$ cat src/logic/touch_key_pkg.sv
`default_nettype none
package touch_key_pkg;

  // ==========================================================
  // register byte offsets
  localparam logic [7:0] OFS_SLOT_PRELOAD = 8'h00;
  localparam logic [7:0] OFS_SENSE_CONTROL_A = 8'h04;
  localparam logic [7:0] OFS_SENSE_CONTROL_B = 8'h08;
  localparam logic [7:0] OFS_CALIB_COUNT_LOW = 8'h0c;
  localparam logic [7:0] OFS_CALIB_COUNT_HIGH = 8'h10;
  localparam logic [7:0] OFS_PAD_COUNT_LOW = 8'h14;
  localparam logic [7:0] OFS_PAD_COUNT_HIGH = 8'h18;
  localparam logic [7:0] OFS_REF_CAPACITOR_LOW = 8'h1c;
  localparam logic [7:0] OFS_REF_CAPACITOR_HIGH = 8'h20;
  localparam logic [7:0] OFS_MODULE_CONTROL_A = 8'h24;
  localparam logic [7:0] OFS_MODULE_CONTROL_B = 8'h28;
  localparam logic [7:0] OFS_IRQ_STATUS = 8'h2c;
  localparam logic [7:0] OFS_IRQ_MASK = 8'h30;

  // ==========================================================
  // sense_control_a fields
  localparam int BIT_WINDOW_OVF = 6;
  localparam int BIT_DETECTION_START = 5;
  localparam int BIT_PAD_COUNT_OVF = 4;
  localparam int BIT_CALIB_COUNT_OVF = 3;
  localparam int BIT_CALIB_SEL_LO = 0;
  // module_control_a fields
  localparam int BIT_PAD_MUX_LO = 6;
  // module_control_b fields
  localparam int BIT_SLOT_CLOCK_SELECT = 7;
  localparam int BIT_REF_OSC_ENABLE = 5;
  localparam int BIT_PAD_OSC_ENABLE = 4;
  localparam int BIT_SECOND_PAD_ENABLE = 1;
  localparam int BIT_FIRST_PAD_ENABLE = 0;
  localparam logic [7:0] MODULE_CONTROL_B_MASK = 8'hb3;
  // irq status / mask bits
  localparam int IRQ_WINDOW_END = 0;
  localparam int IRQ_PAD_OVF = 1;
  localparam int IRQ_CALIB_OVF = 2;

  // ==========================================================
  // reset values
  localparam logic [7:0] RST_SLOT_PRELOAD = 8'h00;
  localparam logic [1:0] RST_CALIB_SEL = 2'h0;
  localparam logic [1:0] RST_FREQ_SEL = 2'h3;
  localparam logic [9:0] RST_REF_CAPACITOR = 10'h000;
  localparam logic [7:0] RST_MODULE_CONTROL = 8'h00;
  localparam logic [2:0] RST_IRQ_MASK = 3'h0;

  // ==========================================================
  // timing: system clock divided by 4 for the slot clock
  localparam logic [1:0] SLOT_SYS_DIV_LAST = 2'h3;

  typedef enum logic [2:0] {
    ST_IDLE = 3'b001,
    ST_RUN = 3'b010,
    ST_DONE = 3'b100
  } sense_state_t;

endpackage
`default_nettype wire

$ cat src/logic/capacitive_touch_key_counter.sv
// Overview of operation
// - slot counter starts at preload, overflows after 256 minus preload units.
// - 5-bit unit counter makes each slot increment 32 slot clock cycles.
// - slot overflow sets window and irq flags, stops oscillators and counters.
// - software writing 1 to window flag never raises the interrupt request.
// - start low clears pad, calib and unit counters, not the slot counter.
// - start rising switches on all counters and the oscillators together.
// - pad counter overflow sets its flag, held until software writes 0.
// - calib counter overflow sets its flag, held until software writes 0.
// - calib counter clocked from system clock divided by 1, 2, 4 or 8.
// - oscillator frequency field selects 1, 3, 7, 11 MHz, resets to 11.
// - calib count freezes at window end, cleared only by start low.
// - unimplemented control bits read zero and ignore writes.
// - two pads, each with own oscillator, share one control set.
// - slot clock is reference oscillator when 0, system clock over 4 when 1.
// - enables for reference oscillator, pad oscillator and each pad.
// - mux field 00 routes first pad, 01 second pad, others reserved.
// - pad count freezes at window end, cleared when start goes low.
//
// Decided for this implementation: the AHB-Lite register port and the register offsets.
`timescale 1ns/1ns
`default_nettype none
module capacitive_touch_key_counter
  import touch_key_pkg::*;
#(
  parameter int UNIT_BITS = 5,
  parameter int SLOT_BITS = 8,
  parameter int COUNT_BITS = 16
)
(
  // clock and reset
  input wire logic hclk,
  input wire logic hresetn,
  // ahb-lite slave
  input wire logic hsel,
  input wire logic [31:0] haddr,
  input wire logic [1:0] htrans,
  input wire logic hwrite,
  input wire logic [2:0] hsize,
  input wire logic [31:0] hwdata,
  input wire logic hready,
  output logic hreadyout,
  output logic hresp,
  output logic [31:0] hrdata,
  // oscillator outputs, sampled on hclk
  input wire logic first_sense_pad,
  input wire logic second_sense_pad,
  input wire logic ref_osc_in,
  // oscillator control
  output logic ref_osc_run,
  output logic first_pad_osc_run,
  output logic second_pad_osc_run,
  output logic [1:0] oscillator_frequency_select,
  output logic [9:0] ref_capacitor,
  output logic [5:0] pad_osc_tuning,
  // interrupt
  output logic irq
);

  // ==========================================================
  // state
  // one register set shared by both pads
  typedef struct packed {
    sense_state_t state;
    logic [7:0] preload;
    logic start;
    logic window_flag;
    logic pad_ovf_flag;
    logic calib_ovf_flag;
    logic [1:0] calib_sel;
    logic [1:0] freq_sel;
    logic [9:0] ref_cap;
    logic [7:0] mod_ctl_a;
    logic [7:0] mod_ctl_b;
    logic [UNIT_BITS-1:0] unit_cnt;
    logic [SLOT_BITS-1:0] slot_cnt;
    logic [COUNT_BITS-1:0] pad_cnt;
    logic [COUNT_BITS-1:0] calib_cnt;
    logic [2:0] calib_div;
    logic [1:0] sys_div;
    logic [2:0] irq_stat;
    logic [2:0] irq_mask;
    logic wr_pend;
    logic [7:0] wr_addr;
    logic [31:0] rdata;
    logic pad_prev;
    logic ref_prev;
  } ctl_t;

  ctl_t q;
  ctl_t d;

  logic addr_ok;
  logic [7:0] addr_lo;
  logic running;
  logic slot_tick;
  logic pad_sel;
  logic pad_edge;
  logic ref_edge;
  logic calib_tick;
  logic unit_wrap;
  logic window_end;
  logic pad_wrap;
  logic calib_wrap;
  logic [2:0] div_mask;
  logic [7:0] wb;
  logic [31:0] rmux;

  assign addr_lo = haddr[7:0];
  assign addr_ok = hsel & hready & htrans[1];
  assign running = (q.state == ST_RUN);

  // ==========================================================
  // sense sources
  always_comb
  begin
    // 00 first pad, 01 second pad, reserved codes route nothing
    case (q.mod_ctl_a[BIT_PAD_MUX_LO +: 2])
      2'h0: pad_sel = first_sense_pad & q.mod_ctl_b[BIT_FIRST_PAD_ENABLE];
      2'h1: pad_sel = second_sense_pad & q.mod_ctl_b[BIT_SECOND_PAD_ENABLE];
      default: pad_sel = 1'b0;
    endcase
  end

  // edge detectors reset low, the idle level of a stopped oscillator
  assign pad_edge = pad_sel & ~q.pad_prev & q.mod_ctl_b[BIT_PAD_OSC_ENABLE];
  assign ref_edge = ref_osc_in & ~q.ref_prev & q.mod_ctl_b[BIT_REF_OSC_ENABLE];

  // slot clock source; the reference source needs its enable set,
  // or no tick comes and the window never ends
  assign slot_tick = q.mod_ctl_b[BIT_SLOT_CLOCK_SELECT] ?
                     (q.sys_div == SLOT_SYS_DIV_LAST) : ref_edge;

  // calib prescaler: 1, 2, 4 or 8
  // held at zero in the idle state, so each window starts in phase
  always_comb
  begin
    case (q.calib_sel)
      2'h0: div_mask = 3'h0;
      2'h1: div_mask = 3'h1;
      2'h2: div_mask = 3'h3;
      default: div_mask = 3'h7;
    endcase
  end

  assign calib_tick = ((q.calib_div & div_mask) == div_mask);

  assign unit_wrap = slot_tick & (&q.unit_cnt);
  // window end leaves the run state, which stops every counter
  assign window_end = running & unit_wrap & (&q.slot_cnt);
  assign pad_wrap = running & pad_edge & (&q.pad_cnt);
  assign calib_wrap = running & calib_tick & (&q.calib_cnt);

  // ==========================================================
  // read mux; counts are live while running, so read each byte
  // pair in the done state, where it is frozen
  always_comb
  begin
    rmux = 32'h0000_0000;
    case (addr_lo)
      OFS_SLOT_PRELOAD: rmux[7:0] = q.preload;
      OFS_SENSE_CONTROL_A:
      begin
        rmux[BIT_WINDOW_OVF] = q.window_flag;
        rmux[BIT_DETECTION_START] = q.start;
        rmux[BIT_PAD_COUNT_OVF] = q.pad_ovf_flag;
        rmux[BIT_CALIB_COUNT_OVF] = q.calib_ovf_flag;
        rmux[BIT_CALIB_SEL_LO +: 2] = q.calib_sel;
      end
      OFS_SENSE_CONTROL_B: rmux[1:0] = q.freq_sel;
      OFS_CALIB_COUNT_LOW: rmux[7:0] = q.calib_cnt[7:0];
      OFS_CALIB_COUNT_HIGH: rmux[7:0] = q.calib_cnt[15:8];
      OFS_PAD_COUNT_LOW: rmux[7:0] = q.pad_cnt[7:0];
      OFS_PAD_COUNT_HIGH: rmux[7:0] = q.pad_cnt[15:8];
      OFS_REF_CAPACITOR_LOW: rmux[7:0] = q.ref_cap[7:0];
      OFS_REF_CAPACITOR_HIGH: rmux[1:0] = q.ref_cap[9:8];
      OFS_MODULE_CONTROL_A: rmux[7:0] = q.mod_ctl_a;
      OFS_MODULE_CONTROL_B: rmux[7:0] = q.mod_ctl_b;
      OFS_IRQ_STATUS: rmux[2:0] = q.irq_stat;
      OFS_IRQ_MASK: rmux[2:0] = q.irq_mask;
      default: rmux = 32'h0000_0000;
    endcase
  end

  // ==========================================================
  // next state
  always_comb
  begin
    d = q;
    wb = hwdata[7:0];
    d.pad_prev = pad_sel;
    d.ref_prev = ref_osc_in;
    d.sys_div = q.sys_div + 2'h1;

    // ahb address phase, zero wait states; a read whose address
    // phase meets a write's data phase to the same register gets
    // the old value, so one idle cycle between them is needed
    d.wr_pend = addr_ok & hwrite;
    if (addr_ok)
    begin
      d.wr_addr = addr_lo;
    end
    if (addr_ok & ~hwrite)
    begin
      d.rdata = rmux;
    end

    // ahb data phase writes
    if (q.wr_pend)
    begin
      case (q.wr_addr)
        OFS_SLOT_PRELOAD: d.preload = wb;
        OFS_SENSE_CONTROL_A:
        begin
          // stored as written; a written 1 does not touch irq status
          d.window_flag = wb[BIT_WINDOW_OVF];
          d.start = wb[BIT_DETECTION_START];
          d.pad_ovf_flag = wb[BIT_PAD_COUNT_OVF];
          d.calib_ovf_flag = wb[BIT_CALIB_COUNT_OVF];
          d.calib_sel = wb[BIT_CALIB_SEL_LO +: 2];
        end
        OFS_SENSE_CONTROL_B: d.freq_sel = wb[1:0];
        OFS_REF_CAPACITOR_LOW: d.ref_cap[7:0] = wb;
        OFS_REF_CAPACITOR_HIGH: d.ref_cap[9:8] = wb[1:0];
        OFS_MODULE_CONTROL_A: d.mod_ctl_a = wb;
        OFS_MODULE_CONTROL_B: d.mod_ctl_b = wb & MODULE_CONTROL_B_MASK;
        OFS_IRQ_STATUS: d.irq_stat = q.irq_stat & ~wb[2:0];
        OFS_IRQ_MASK: d.irq_mask = wb[2:0];
        default: d.irq_mask = d.irq_mask;
      endcase
    end

    // measurement sequence
    case (q.state)
      ST_IDLE:
      begin
        d.unit_cnt = '0;
        d.pad_cnt = '0;
        d.calib_cnt = '0;
        d.calib_div = 3'h0;
        if (q.start)
        begin
          d.state = ST_RUN;
          // slot counter loads the preload on the start edge
          d.slot_cnt = SLOT_BITS'(q.preload);
        end
      end
      ST_RUN:
      begin
        d.calib_div = q.calib_div + 3'h1;
        if (slot_tick)
        begin
          d.unit_cnt = q.unit_cnt + 1'b1;
        end
        if (unit_wrap)
        begin
          d.slot_cnt = q.slot_cnt + 1'b1;
        end
        if (pad_edge)
        begin
          d.pad_cnt = q.pad_cnt + 1'b1;
        end
        if (calib_tick)
        begin
          d.calib_cnt = q.calib_cnt + 1'b1;
        end
        if (window_end)
        begin
          d.state = ST_DONE;
        end
        if (~q.start)
        begin
          d.state = ST_IDLE;
        end
      end
      ST_DONE:
      begin
        // counts held for readout
        if (~q.start)
        begin
          d.state = ST_IDLE;
        end
      end
      default: d.state = ST_IDLE;
    endcase

    // start low holds the counters cleared from the edge its
    // write lands; the slot counter keeps its value
    if (~d.start)
    begin
      d.state = ST_IDLE;
      d.unit_cnt = '0;
      d.pad_cnt = '0;
      d.calib_cnt = '0;
      d.calib_div = 3'h0;
    end

    // hardware sets win over software clears
    if (window_end)
    begin
      d.window_flag = 1'b1;
      d.irq_stat[IRQ_WINDOW_END] = 1'b1;
    end
    if (pad_wrap)
    begin
      d.pad_ovf_flag = 1'b1;
      d.irq_stat[IRQ_PAD_OVF] = 1'b1;
    end
    if (calib_wrap)
    begin
      d.calib_ovf_flag = 1'b1;
      d.irq_stat[IRQ_CALIB_OVF] = 1'b1;
    end
  end

  // ==========================================================
  // registers
  // every field has a constant reset value
  always_ff @(posedge hclk or negedge hresetn)
  begin
    if (!hresetn)
    begin
      q.state <= ST_IDLE;
      q.preload <= RST_SLOT_PRELOAD;
      q.start <= 1'b0;
      q.window_flag <= 1'b0;
      q.pad_ovf_flag <= 1'b0;
      q.calib_ovf_flag <= 1'b0;
      q.calib_sel <= RST_CALIB_SEL;
      q.freq_sel <= RST_FREQ_SEL;
      q.ref_cap <= RST_REF_CAPACITOR;
      q.mod_ctl_a <= RST_MODULE_CONTROL;
      q.mod_ctl_b <= RST_MODULE_CONTROL;
      q.unit_cnt <= '0;
      q.slot_cnt <= '0;
      q.pad_cnt <= '0;
      q.calib_cnt <= '0;
      q.calib_div <= 3'h0;
      q.sys_div <= 2'h0;
      q.irq_stat <= 3'h0;
      q.irq_mask <= RST_IRQ_MASK;
      q.wr_pend <= 1'b0;
      q.wr_addr <= 8'h00;
      q.rdata <= 32'h0000_0000;
      q.pad_prev <= 1'b0;
      q.ref_prev <= 1'b0;
    end
    else
    begin
      q <= d;
    end
  end

  // ==========================================================
  // outputs
  // zero wait states, always an okay response
  assign hreadyout = 1'b1;
  assign hresp = 1'b0;
  assign hrdata = q.rdata;

  // oscillators run only inside the window
  assign ref_osc_run = running & q.mod_ctl_b[BIT_REF_OSC_ENABLE];
  assign first_pad_osc_run = running & q.mod_ctl_b[BIT_PAD_OSC_ENABLE] &
                             q.mod_ctl_b[BIT_FIRST_PAD_ENABLE];
  assign second_pad_osc_run = running & q.mod_ctl_b[BIT_PAD_OSC_ENABLE] &
                              q.mod_ctl_b[BIT_SECOND_PAD_ENABLE];
  assign oscillator_frequency_select = q.freq_sel;
  assign ref_capacitor = q.ref_cap;
  assign pad_osc_tuning = q.mod_ctl_a[5:0];
  // level request while an unmasked status bit is set
  assign irq = |(q.irq_stat & q.irq_mask);

endmodule
`default_nettype wire

$ cat config.mk
export PLATFORM = sky130hd
export DESIGN_NAME = capacitive_touch_key_counter
export DESIGN_NICKNAME = d
export VERILOG_FILES = /design/src/logic/touch_key_pkg.sv /design/src/logic/capacitive_touch_key_counter.sv
export SDC_FILE = /design/constraint.sdc
export NUM_CORES = 1
export LEC_CHECK = 0
export ABC_AREA = 1
export BUFFER_PORTS_ARGS = -buffer_cell sky130_fd_sc_hd__buf_2
export CELL_PAD_IN_SITES_DETAIL_PLACEMENT = 1
export CELL_PAD_IN_SITES_GLOBAL_PLACEMENT = 1
export CORE_MARGIN = 2
export CORE_UTILIZATION = 43
export DETAILED_ROUTE_END_ITERATION = 8
export PLACE_DENSITY_LB_ADDON = 0.3
export SKIP_LAST_GASP = 1
export SLEW_MARGIN = 0
export SYNTH_ARGS = -nofsm -noshare
export SYNTH_HDL_FRONTEND = slang
export SYNTH_SLANG_ARGS = --single-unit
$ cat constraint.sdc
create_clock -name hclk -period 2.8 [get_ports hclk]
set_input_delay 0.56 -clock hclk [delete_from_list [all_inputs] [get_ports hclk]]
set_output_delay 0.56 -clock hclk [all_outputs]
set_load 0.02 [all_outputs]
# [Word-level counts from Yosys, hierarchy flattened]
# Cells that the tools add are included.
# Widths: inputs -> output; s select.
[word_totals] ff_bits=117 output_inout_bits=56 mem_bits_ro=0 latch_bits=0 mem_count=0 word_cells=173 ramBits=0 in_bits=77
[op_classes] muxes=37 magnitude_cmp=0 shift=0 n_div=0 multipliers=0 addsub=6 reduce_logical=38 bitwise_logic=28 n_eq_ne=37
[ops] op="$pmux 48 s2" n=1
[ops] op="$eq 8x6->1 const B" n=10
[ops] op="$eq 8x5->1 const B" n=5
[ops] op="$mux 8" n=5
[ops] op="$pmux 4 s9" n=1
[ops] op="$mux 35" n=1
[ops] op="$mux 34" n=1
[ops] op="$reduce_and 2->1" n=17
[ops] op="$add 16x1->16 const B" n=2
[ops] op="$mux 16" n=2
[ops] op="$reduce_and 16->1" n=2
[ops] op="$pmux 2 s13" n=1
[ops] op="$eq 8x4->1 const B" n=3
[ops] op="$and 1x1->1" n=21
[ops] op="$mux 3" n=7
[ops] op="$reduce_bool 2->1" n=10
[ops] op="$pmux 3 s3" n=2
[ops] op="$eq 8x3->1 const B" n=2
[ops] op="$logic_not 8->1" n=2
[ops] op="$mux 6" n=2
[ops] op="$mux 5" n=2
[ops] op="$and 3x3->3" n=3
[ops] op="$ne 3x2->1 const B" n=3
[ops] op="$pmux 1 s9" n=1
[ops] op="26 further kinds" n=40

# [Logic depth before layout (Yosys ltp)]
# Gate-level depths: netlist of run 1.
[logic_depth] depth_word=11 mapped_depth=12 depth_no_buf=11

# [Worst setup path after synthesis of run 1]
# No wires, ideal clock.
[synth_path] kind="reg-to-output" startpoint="register q[143] (netlist name)" endpoint="output port first_pad_osc_run" stages_incl_launch_ff=5 slack_ns=0.920 required_time_ns=2.240 arrival_time_ns=1.320 n_path_buf=2 path_cell_list="dfrtp_1 > nor3_4 > buf_2 > buf_2 > and3_1"
[synth_between] elab_chain_cells=3
[synth_rtl] item="start: declaration" line="capacitive_touch_key_counter.sv:90" rtl="ctl_t q;"
[synth_rtl] item="$eq 3x2->1" line="capacitive_touch_key_counter.sv:111" rtl="assign running = (q.state == ST_RUN);"
[synth_rtl] item="$and 1x1->1 (2 in series)" line="capacitive_touch_key_counter.sv:363" rtl="assign first_pad_osc_run = running & q.mod_ctl_b[BIT_PAD_OSC_ENABLE] &"
[synth_rtl] item="end: declaration" line="capacitive_touch_key_counter.sv:51" rtl="output logic first_pad_osc_run,"
# No other way between the ends.

# [Worst setup path after layout of run 1]
[layout_path] startpoint="register q[35] (netlist name)" endpoint="register q[84] (netlist name)"
[layout_between] elab_chain_cells=5 word_cells_on_any_way=7 classes_between="eq/ne (3); mux (3); reduce/logical (1)"
[layout_rtl] item="$eq 8x3->1 (*)" line="capacitive_touch_key_counter.sv:211" rtl="case (q.wr_addr)"
[layout_rtl] item="$mux 6 (*)" line="capacitive_touch_key_counter.sv:211"
[layout_rtl] item="$mux 34 (*)" line="capacitive_touch_key_counter.sv:209" rtl="if (q.wr_pend)"
[layout_rtl] item="$ne 3x2->1 (no source line) or $ne 3x1->1 (tied branches)"
[layout_rtl] item="$reduce_and 2->1 (no source line)"
# Every way passes the cells marked *; elsewhere a longest branch is shown, timed or not. The select of a mux whose other input is x is not followed.
# A chain may end at the register's enable or synchronous reset.

==> results.toml, run 1 <==
[worst_setup_path]
crit_type = "flop to flop"
worst_setup_path_end_kind = "flop"
cp.required_ns = 3.09
cp-start-kind = "flop"
crit_family = "simple AND/OR/NAND/NOR gates"
r2r_start = "q[35]"
crit_buf_inv = 2
reg2reg_depth = 11
reg2reg_slack_ns = 0.38
cpMaxStageDelayCell = "dfrtp_1"
crit_path_frequent_cell = "nand2_1"
crit_arrival_ns = 2.71
path_max_fanout = 30
crit_chain = "or2_4, nor2_4, nand2_1, nand2_2, nand2_2, buf_4, nand3_2, nand2_1, buf_4, nand2_1, o21ai_1"
slowest_delay_ns = 0.38
r2r_end = "q[84]"

[layout]
num_antenna_cells = 0
final_cell_area_mm2 = 0.00777
stdcell_count = 1208
seqCellArea_mm2 = 0.00293
multi_input_comb_area_mm2 = 0.00321
nFillCells = 2032
final_nets = 1063
layout_commonest_cell = "nand2_1"
drive_gt1_frac = 0.119
final_cell_mix = "nand2_1, dfrtp_1, o21ai_0"
area_growth_pct = 13.0

[clocking]
cts_buffers = 17
cts_resized = 0
clockRootBuffer = "clkbuf_16"
cts.reportedPaths.clkPinSlew_ns = 0.06
cts_tree = "done"
post-cts-setup-buffers = 0
clockBufferDepth = 2
cts.sinks = 117
cts.htree.levels = 4
hold_buffers = 0
clock_latency_ns = 0.42

[global_routing]
antenna_found_initial = 0
grt_max_degree = 42
grt_pass1_wl_mm = 35.3
grt_usage = 0.271
grt-ovfl-total = 0
grt_pass1_vias = 6556

[logic_synthesis]
synth-seq-cells = 117
ys_seq_area_frac = 0.427
syn_area_per_cell_um2 = 7.31
synthSimpleGateAreaFrac = 0.321
synth-main-ff-cell = "dfrtp_1"
yosys_warnings = 0
async_flop_share = 1.00
syn_inst = 940
muxShareOfSynthArea = 0.00146
synth_xor_area_frac = 0.00765
synth_compound_area_frac = 0.110
synth.distinct_cells = 39
synth-edff-count = 0
netlist_area_mm2 = 0.00687
synth-adder-area-share = 0.0127
synth_top_family_by_area = "simple AND/OR/NAND/NOR gates"

[timing]
final.min_clock_period_ns = 2.42
slew_violations = 0
worst_pin_slew_ns = 0.587
hold_violations = 0
setup_tns_ns = 0
timing.fmax_ghz = 0.413
setup_viol = 0
final.period_utilization = 0.865
rsz0062_at_grt = "no"
whs_ns = 0.144
fin_skew_ns = 0.0123
maxSlewHeadroom = 0.609

[pwr]
p_sw_mw = 2.05
p_clk_frac = 0.402
total_power_mw = 5.94
p_sw_frac = 0.346
power.internal_mw = 3.89
p_comb_frac = 0.234
peakVddDrop_uv = 431
seq_power_share = 0.363
power_leakage_nw = 3.70
powerDensity_mw_per_mm2 = 765

[routing]
route.met2.wl_mm = 10.1
dr.max_layer_used = "met4"
vias = 6500
met1_length_mm = 9.94
drc = 0
dr_wl_met3_mm = 1.02
antenna_left = 0
first_iter_violations = 406
wl_per_cell_um = 17.9
drtPass1Iterations = 5
vias_per_cell = 5.38
wl_mm = 21.6

[floorplanning]
die_y_um = 130
ios = 133
coreArea_mm2 = 0.0158
initial_core_util = 0.436
die_area_mm2 = 0.0170
row_count = 46
die_width_um = 130

[hold_path]
hold_class = "input port to asynchronous set/reset pin"

[place]
port_buffers = 54
routabilityCongestion = 0.932
dp.cells = 1176
placed_cell_area_mm2 = 0.00713
dp_hpwl_mm = 15.9

[run]
cap_violations = 0

[status]
status = "complete, no violations"
[area by class of cell]
type,instances,area share
Sequential cell,117,0.377
Timing Repair Buffer,67,0.0509
Inverter,85,0.0411
Clock inverter,8,0.0188
Clock buffer,24,0.0633
Tap cell,216,0.0348
Multi-Input combinational cell,691,0.414
[power by group through the flow]
stage	Combinational, mW	Clock, mW	Sequential [mW]
global placement	1.33	0	2.17
global route	1.56	2.49	2.19
floorplan	1.10	0	2.09
CTS	1.40	2.42	2.16
finish	1.39	2.39	2.16
detailed placement	1.37	0	2.18
[cell families (layout without fill, tap and decap cells)]
logic type / count (synthesis) / count (layout)
flip-flops: 117 / 117
XOR/XNOR: 6 / 6
AND/OR/NAND/NOR: 509 / 509
AO/OA/AOI/OAI: 142 / 142
multiplexers: 1 / 1
other: 2 / 26
adder cells (fa/ha/maj): 7 / 7
buffers and inverters: 156 / 184
[through the flow]
stage                     utilization  setup slack (ns)
final                           0.492             0.377
after global routing            0.492             0.213
after CTS                       0.492             0.409
after detailed placement        0.452             0.425
after global placement          0.452             0.490
after floorplan                     -             0.920
[state kept, by name, indices dropped and copies added, names as in the netlist]
| signal | cells |
|---|---|
| pad_osc_tuning | 6 |
| hrdata | 8 |
| q | 91 |
| ref_capacitor | 10 |
| oscillator_frequency_select | 2 |
[metal layers]
| layer | track usage | up-vias |
|---|---|---|
| li1 | - | 3079 |
| met1 | 0.374 | 3199 |
| met2 | 0.435 | 181 |
| met3 | 0.0485 | 41 |
| met4 | 0.0945 | 0 |
| met5 | 0 | - |
[worst register-to-register path: cells and delay by family (launching register included)]
kind / cells / cell delay [ns]
and+or+nand+nor: 8 / 1.32
buffers and inverters: 2 / 0.53
DFF: 1 / 0.38
AOI/OAI and AO/OA: 1 / 0.06
[Yosys cell counts (3+ instances only)]
| cell | count | share of area |
|---|---|---|
| o21ai_0 | 91 | 0.066 |
| clkbuf_1 | 7 | 0.0038 |
| buf_2 | 7 | 0.0051 |
| dfrtp_1 | 114 | 0.42 |
| xor2_1 | 6 | 0.0076 |
| nand3b_1 | 5 | 0.0055 |
| nor3_1 | 9 | 0.0066 |
| ha_1 | 7 | 0.013 |
| a21oi_1 | 5 | 0.0036 |
| nor4_1 | 3 | 0.0027 |
| o22ai_1 | 6 | 0.0055 |
| nand3_1 | 55 | 0.040 |
| inv_1 | 83 | 0.045 |
| nor2_1 | 81 | 0.044 |
| buf_6 | 3 | 0.0049 |
| o211ai_1 | 4 | 0.0044 |
| nand3_2 | 4 | 0.0058 |
| dfstp_2 | 3 | 0.011 |
| o21ai_1 | 29 | 0.021 |
| buf_4 | 54 | 0.059 |
| nand2_1 | 298 | 0.16 |
| nand4_1 | 42 | 0.038 |
[worst max path at each step]
stage                     slack (ns)    from           endpoint  cells past startpoint
after floorplan                 0.92  q[143]  first_pad_osc_run                      4
after global placement          0.49   q[41]              q[85]                     12
after detailed placement        0.42   q[41]              q[84]                     12
after CTS                       0.41   q[41]              q[84]                     12
after global routing            0.21   q[41]              q[85]                     12
final                           0.38   q[35]              q[84]                     11
Power figures use the tool's default switching activity.
==> run 2: changes to the inputs <==
--- a/config.mk
+++ b/config.mk
@@ -7,11 +7,13 @@
 export LEC_CHECK = 0
 export ABC_AREA = 1
 export BUFFER_PORTS_ARGS = -buffer_cell sky130_fd_sc_hd__buf_2
+export CAP_MARGIN = 10
 export CELL_PAD_IN_SITES_DETAIL_PLACEMENT = 1
 export CELL_PAD_IN_SITES_GLOBAL_PLACEMENT = 1
 export CORE_MARGIN = 2
 export CORE_UTILIZATION = 43
 export DETAILED_ROUTE_END_ITERATION = 8
+export GPL_TIMING_DRIVEN = 0
 export PLACE_DENSITY_LB_ADDON = 0.3
 export SKIP_LAST_GASP = 1
 export SLEW_MARGIN = 0
==> results.toml, run 2 (same netlist as run 1, synthesis figures left out) <==
[status]
status = "complete, no violations"

[timing]
timing.fmax_ghz = 0.381
final.period_utilization = 0.938
final.min_clock_period_ns = 2.63
maxSlewHeadroom = 0.586
rsz0062_at_grt = "no"
slew_violations = 0
whs_ns = 0.0487
setup_viol = 0
setup_tns_ns = 0
fin_skew_ns = 0.00788
hold_violations = 0
worst_pin_slew_ns = 0.619

[global_routing]
grt_usage = 0.279
grt_pass1_wl_mm = 36.2
grt-ovfl-total = 0
grt_pass1_vias = 6780
antenna_found_initial = 0
grt_max_degree = 80

[floorplanning]
initial_core_util = 0.436
die_width_um = 130
die_y_um = 130
die_area_mm2 = 0.0170
ios = 133
row_count = 46
coreArea_mm2 = 0.0158

[pwr]
p_comb_frac = 0.266
p_clk_frac = 0.371
power_leakage_nw = 3.93
power.internal_mw = 3.76
peakVddDrop_uv = 458
p_sw_mw = 2.17
powerDensity_mw_per_mm2 = 729
seq_power_share = 0.363
p_sw_frac = 0.366

[worst_setup_path]
crit_type = "flop to output pin"
slowest_delay_ns = 0.37
crit_path_frequent_cell = "clkbuf_4"
cp-start-kind = "flop"
worst_setup_path_end_kind = "output pin"
crit_buf_inv = 4
path_max_fanout = 10
cpMaxStageDelayCell = "dfrtp_1"
cp.required_ns = 2.24
crit_arrival_ns = 2.07
crit_chain = "inv_1, nor3_4, clkbuf_4, clkbuf_4, and3_1, buf_2"
crit_family = "buffers and inverters"

[place]
routabilityCongestion = 0.950
port_buffers = 54
dp.cells = 1235
dp_hpwl_mm = 17.0

[routing]
vias_per_cell = 5.38
antenna_left = 0
first_iter_violations = 457
vias = 6822
drc = 0
drtPass1Iterations = 5
wl_mm = 22.7
wl_per_cell_um = 17.9

[layout]
stdcell_count = 1267
num_antenna_cells = 0
multi_input_comb_area_mm2 = 0.00321
largest_register_ffs = 91
drive_gt1_frac = 0.165
layout_commonest_cell = "nand2_1"
regMostFlops = "q"
nFillCells = 2070
final_cell_mix = "nand2_1, dfrtp_1, o21ai_0"
seqCellArea_mm2 = 0.00293
final_nets = 1122
area_growth_pct = 18.3

[clocking]
clock_latency_ns = 0.42
clockBufferDepth = 2
cts_tree = "done"
cts.htree.levels = 4
cts.reportedPaths.clkPinSlew_ns = 0.06
cts.sinks = 117
hold_buffers = 0
post-cts-setup-buffers = 0
cts_resized = 0
clockRootBuffer = "clkbuf_16"
cts_buffers = 17

[hold_path]
hold_class = "input port to asynchronous set/reset pin"

[run]
cap_violations = 0
-- run 2: changes by cell type in the layout (fill, tap and decap cells not counted), moves of 3 or more --
cell,before,now
clkbuf_1,3,7
clkbuf_8,4,1
buf_4,12,54
buf_6,0,4
clkinvlp_4,1,5
buf_2,53,58
inv_6,0,4
-- run 2: worst register-to-register path: stages, from the launching register on --
cell	delay, ns
dfrtp_1	0.38
nor2_1	0.19
nand2_1	0.14
nor2_4	0.20
nand2_1	0.12
nand2_2	0.09
nand2_2	0.07
buf_6	0.15
nand3_2	0.08
nand2_4	0.12
buf_6	0.18
nand2_1	0.08
nand2_1	0.05
-- run 2: final timing paths --
kind / slack, ns / depth (start not counted) / end / from
worst max-delay path: 0.17 / 6 / second_pad_osc_run / q[142]
worst min register to register: 0.43 / 1 / q[49] / q[49]
worst max register to register: 0.83 / 12 / q[55] / q[41]
worst min-delay path: 0.05 / 1 / q[61] / hresetn
min in group hclk: 0.27 / 1 / q[0] / ref_osc_in
max in group asynchronous: 2.00 / 2 / oscillator_frequency_select[1] / hresetn
-- run 2: cell type report --
cell class / count / area share
Buffer: 71 / 0.0622
Clock buffer: 18 / 0.0540
Clock inverter: 14 / 0.0186
Inverter: 85 / 0.0392
Multi-Input combinational cell: 691 / 0.395
Sequential cell: 117 / 0.360
Tap cell: 216 / 0.0332
Timing Repair Buffer: 55 / 0.0374
-- run 2: metrics by stage --
step	area, um2	setup WS, ns	power [mW]	util
floorplan	6960	0.920	3.19	-
global placement	7500	-0.399	3.68	0.476
detailed placement	7540	0.502	3.74	0.478
CTS	8130	0.0420	5.95	0.515
global route	8130	0.0382	6.23	0.516
finish	8130	0.173	5.93	0.516
-- run 2: power groups by stage --
| stage | Sequential (mW) | Combinational [mW] | Clock, mW |
|---|---|---|---|
| 2_1_floorplan | 2.09 | 1.10 | 0 |
| 6_report | 2.15 | 1.58 | 2.20 |
| 3_3_place_gp | 2.16 | 1.52 | 0 |
| 5_1_grt | 2.18 | 1.76 | 2.29 |
| 3_5_place_dp | 2.17 | 1.56 | 0 |
| 4_1_cts | 2.15 | 1.58 | 2.22 |
-- run 2: per-layer routing --
metal  vias up  wire length (um)  track usage
li1       3208                 -            -
met4         0               427       0.0826
met3        31              1000       0.0444
met2       194             10900        0.466
met1      3389             10400        0.376
met5         -                 0            0
==> run 3: changes to the inputs <==
--- a/config.mk
+++ b/config.mk
@@ -14,7 +14,7 @@
 export CORE_UTILIZATION = 43
 export DETAILED_ROUTE_END_ITERATION = 8
 export GPL_TIMING_DRIVEN = 0
-export PLACE_DENSITY_LB_ADDON = 0.3
+export PLACE_DENSITY = 0.94
 export SKIP_LAST_GASP = 1
 export SLEW_MARGIN = 0
 export SYNTH_ARGS = -nofsm -noshare
==> results.toml, run 3 (same netlist as run 1, synthesis figures left out) <==
[status]
status = "complete, no violations"

[worst_setup_path]
cp.required_ns = 2.24
cp-start-kind = "flop"
path_max_fanout = 10
crit_type = "flop to output pin"
crit_arrival_ns = 2.11
worst_setup_path_end_kind = "output pin"

[layout]
multi_input_comb_area_mm2 = 0.00321
final_nets = 1122
layout_commonest_cell = "nand2_1"
nFillCells = 2045
drive_gt1_frac = 0.165
final_cell_area_mm2 = 0.00814
final_cell_mix = "nand2_1, dfrtp_1, o21ai_0"
area_growth_pct = 18.5
post-route-util = 0.516
regMostFlops = "q"
largest_register_ffs = 91
stdcell_count = 1267
num_antenna_cells = 0
seqCellArea_mm2 = 0.00293

[floorplanning]
die_y_um = 130
die_width_um = 130
die_area_mm2 = 0.0170
ios = 133
initial_core_util = 0.436
coreArea_mm2 = 0.0158
row_count = 46

[global_routing]
grt_pass1_wl_mm = 39.1
grt_pass1_vias = 7359
grt-ovfl-total = 0
grt_usage = 0.302
antenna_found_initial = 0
grt_max_degree = 72

[pwr]
seq_power_share = 0.358
peakVddDrop_uv = 523
p_sw_mw = 2.24
p_clk_frac = 0.377
p_sw_frac = 0.370
p_comb_frac = 0.265
power_leakage_nw = 3.95
powerDensity_mw_per_mm2 = 744
power.internal_mw = 3.82

[timing]
worst_pin_slew_ns = 0.860
rsz0062_at_grt = "no"
setup_viol = 0
final.min_clock_period_ns = 2.67
slew_violations = 0
maxSlewHeadroom = 0.425
final.period_utilization = 0.955
hold_violations = 0
fin_skew_ns = 0.0124
timing.fmax_ghz = 0.374

[routing]
wl_per_cell_um = 19.3
antenna_left = 0
drc = 0
vias_per_cell = 5.58
drtPass1Iterations = 5
first_iter_violations = 685
vias = 7067
wl_mm = 24.4

[clocking]
cts.htree.levels = 4
clockRootBuffer = "clkbuf_16"
hold_buffers = 0
clockBufferDepth = 2
cts_buffers = 17
cts.reportedPaths.clkPinSlew_ns = 0.06
cts.sinks = 117
clock_latency_ns = 0.44
cts_tree = "done"

[place]
placed_cell_area_mm2 = 0.00754
dp_hpwl_mm = 17.3
dp.cells = 1235
routabilityCongestion = 0.907
port_buffers = 54

[hold_path]
hold_class = "input port to asynchronous set/reset pin"

[run]
cap_violations = 0
## run 3: path summary, 6_finish.rpt
kind	startpoint	endpoint	slack, ns	depth (start not counted)
setup / recovery	q[142]	first_pad_osc_run	0.13	6
hold / removal	hresetn	q[35]	0.06	1
setup reg to reg	q[35]	q[98]	0.80	10
hold reg to reg	q[49]	q[49]	0.44	1
max in group asynchronous	hresetn	q[141]	1.99	2
min in group hclk	ref_osc_in	q[0]	0.26	1
## run 3: layout make-up
type	count	area share
plain buffers	71	0.0618
clock buffers	17	0.0522
clock inverters	15	0.0218
inverters	85	0.0392
multi-input cells	691	0.394
flip-flops and latches	117	0.360
well taps	216	0.0332
repair buffers	55	0.0373
## run 3: power groups by stage
stage          combinational, mW  sequential (mW)  clock [mW]
3_3_place_gp                1.49             2.17           0
6_report                    1.61             2.17        2.29
4_1_cts                     1.60             2.16        2.29
5_1_grt                     1.76             2.19        2.35
2_1_floorplan               1.10             2.09           0
3_5_place_dp                1.55             2.18           0
## run 3: repair_timing
action | CTS | global route
buffers inserted | 0 | 0
gates resized for setup | 0 | 1
endpoints found under the hold margin | 0 | 0
setup endpoints to repair | 0 | 2
## run 3: through the flow
step | hold WS (ns) | power, mW | TNS (ns) | setup WS [ns]
floorplan | 0.264 | 3.19 | 0 | 0.920
global placement | 0.412 | 3.66 | -38.27 | -0.344
detailed placement | 0.435 | 3.73 | 0 | 0.449
CTS | 0.0776 | 6.04 | 0 | 0.0597
global route | 0.0882 | 6.31 | 0 | 0.0321
finish | 0.0578 | 6.06 | 0 | 0.126
## run 3: metal layers
| metal | global-route usage | wire [um] |
|---|---|---|
| met1 | 0.375 | 10200 |
| met3 | 0.0493 | 1290 |
| met5 | 0 | 0 |
| met2 | 0.522 | 12100 |
| met4 | 0.132 | 816 |
## run 3: critical path: stages, from the launching register on
cell      delay (ns)
dfrtp_1         0.37
inv_1           0.10
nor3_4          0.26
buf_2           0.29
clkbuf_4        0.29
and3_1          0.19
buf_2           0.17
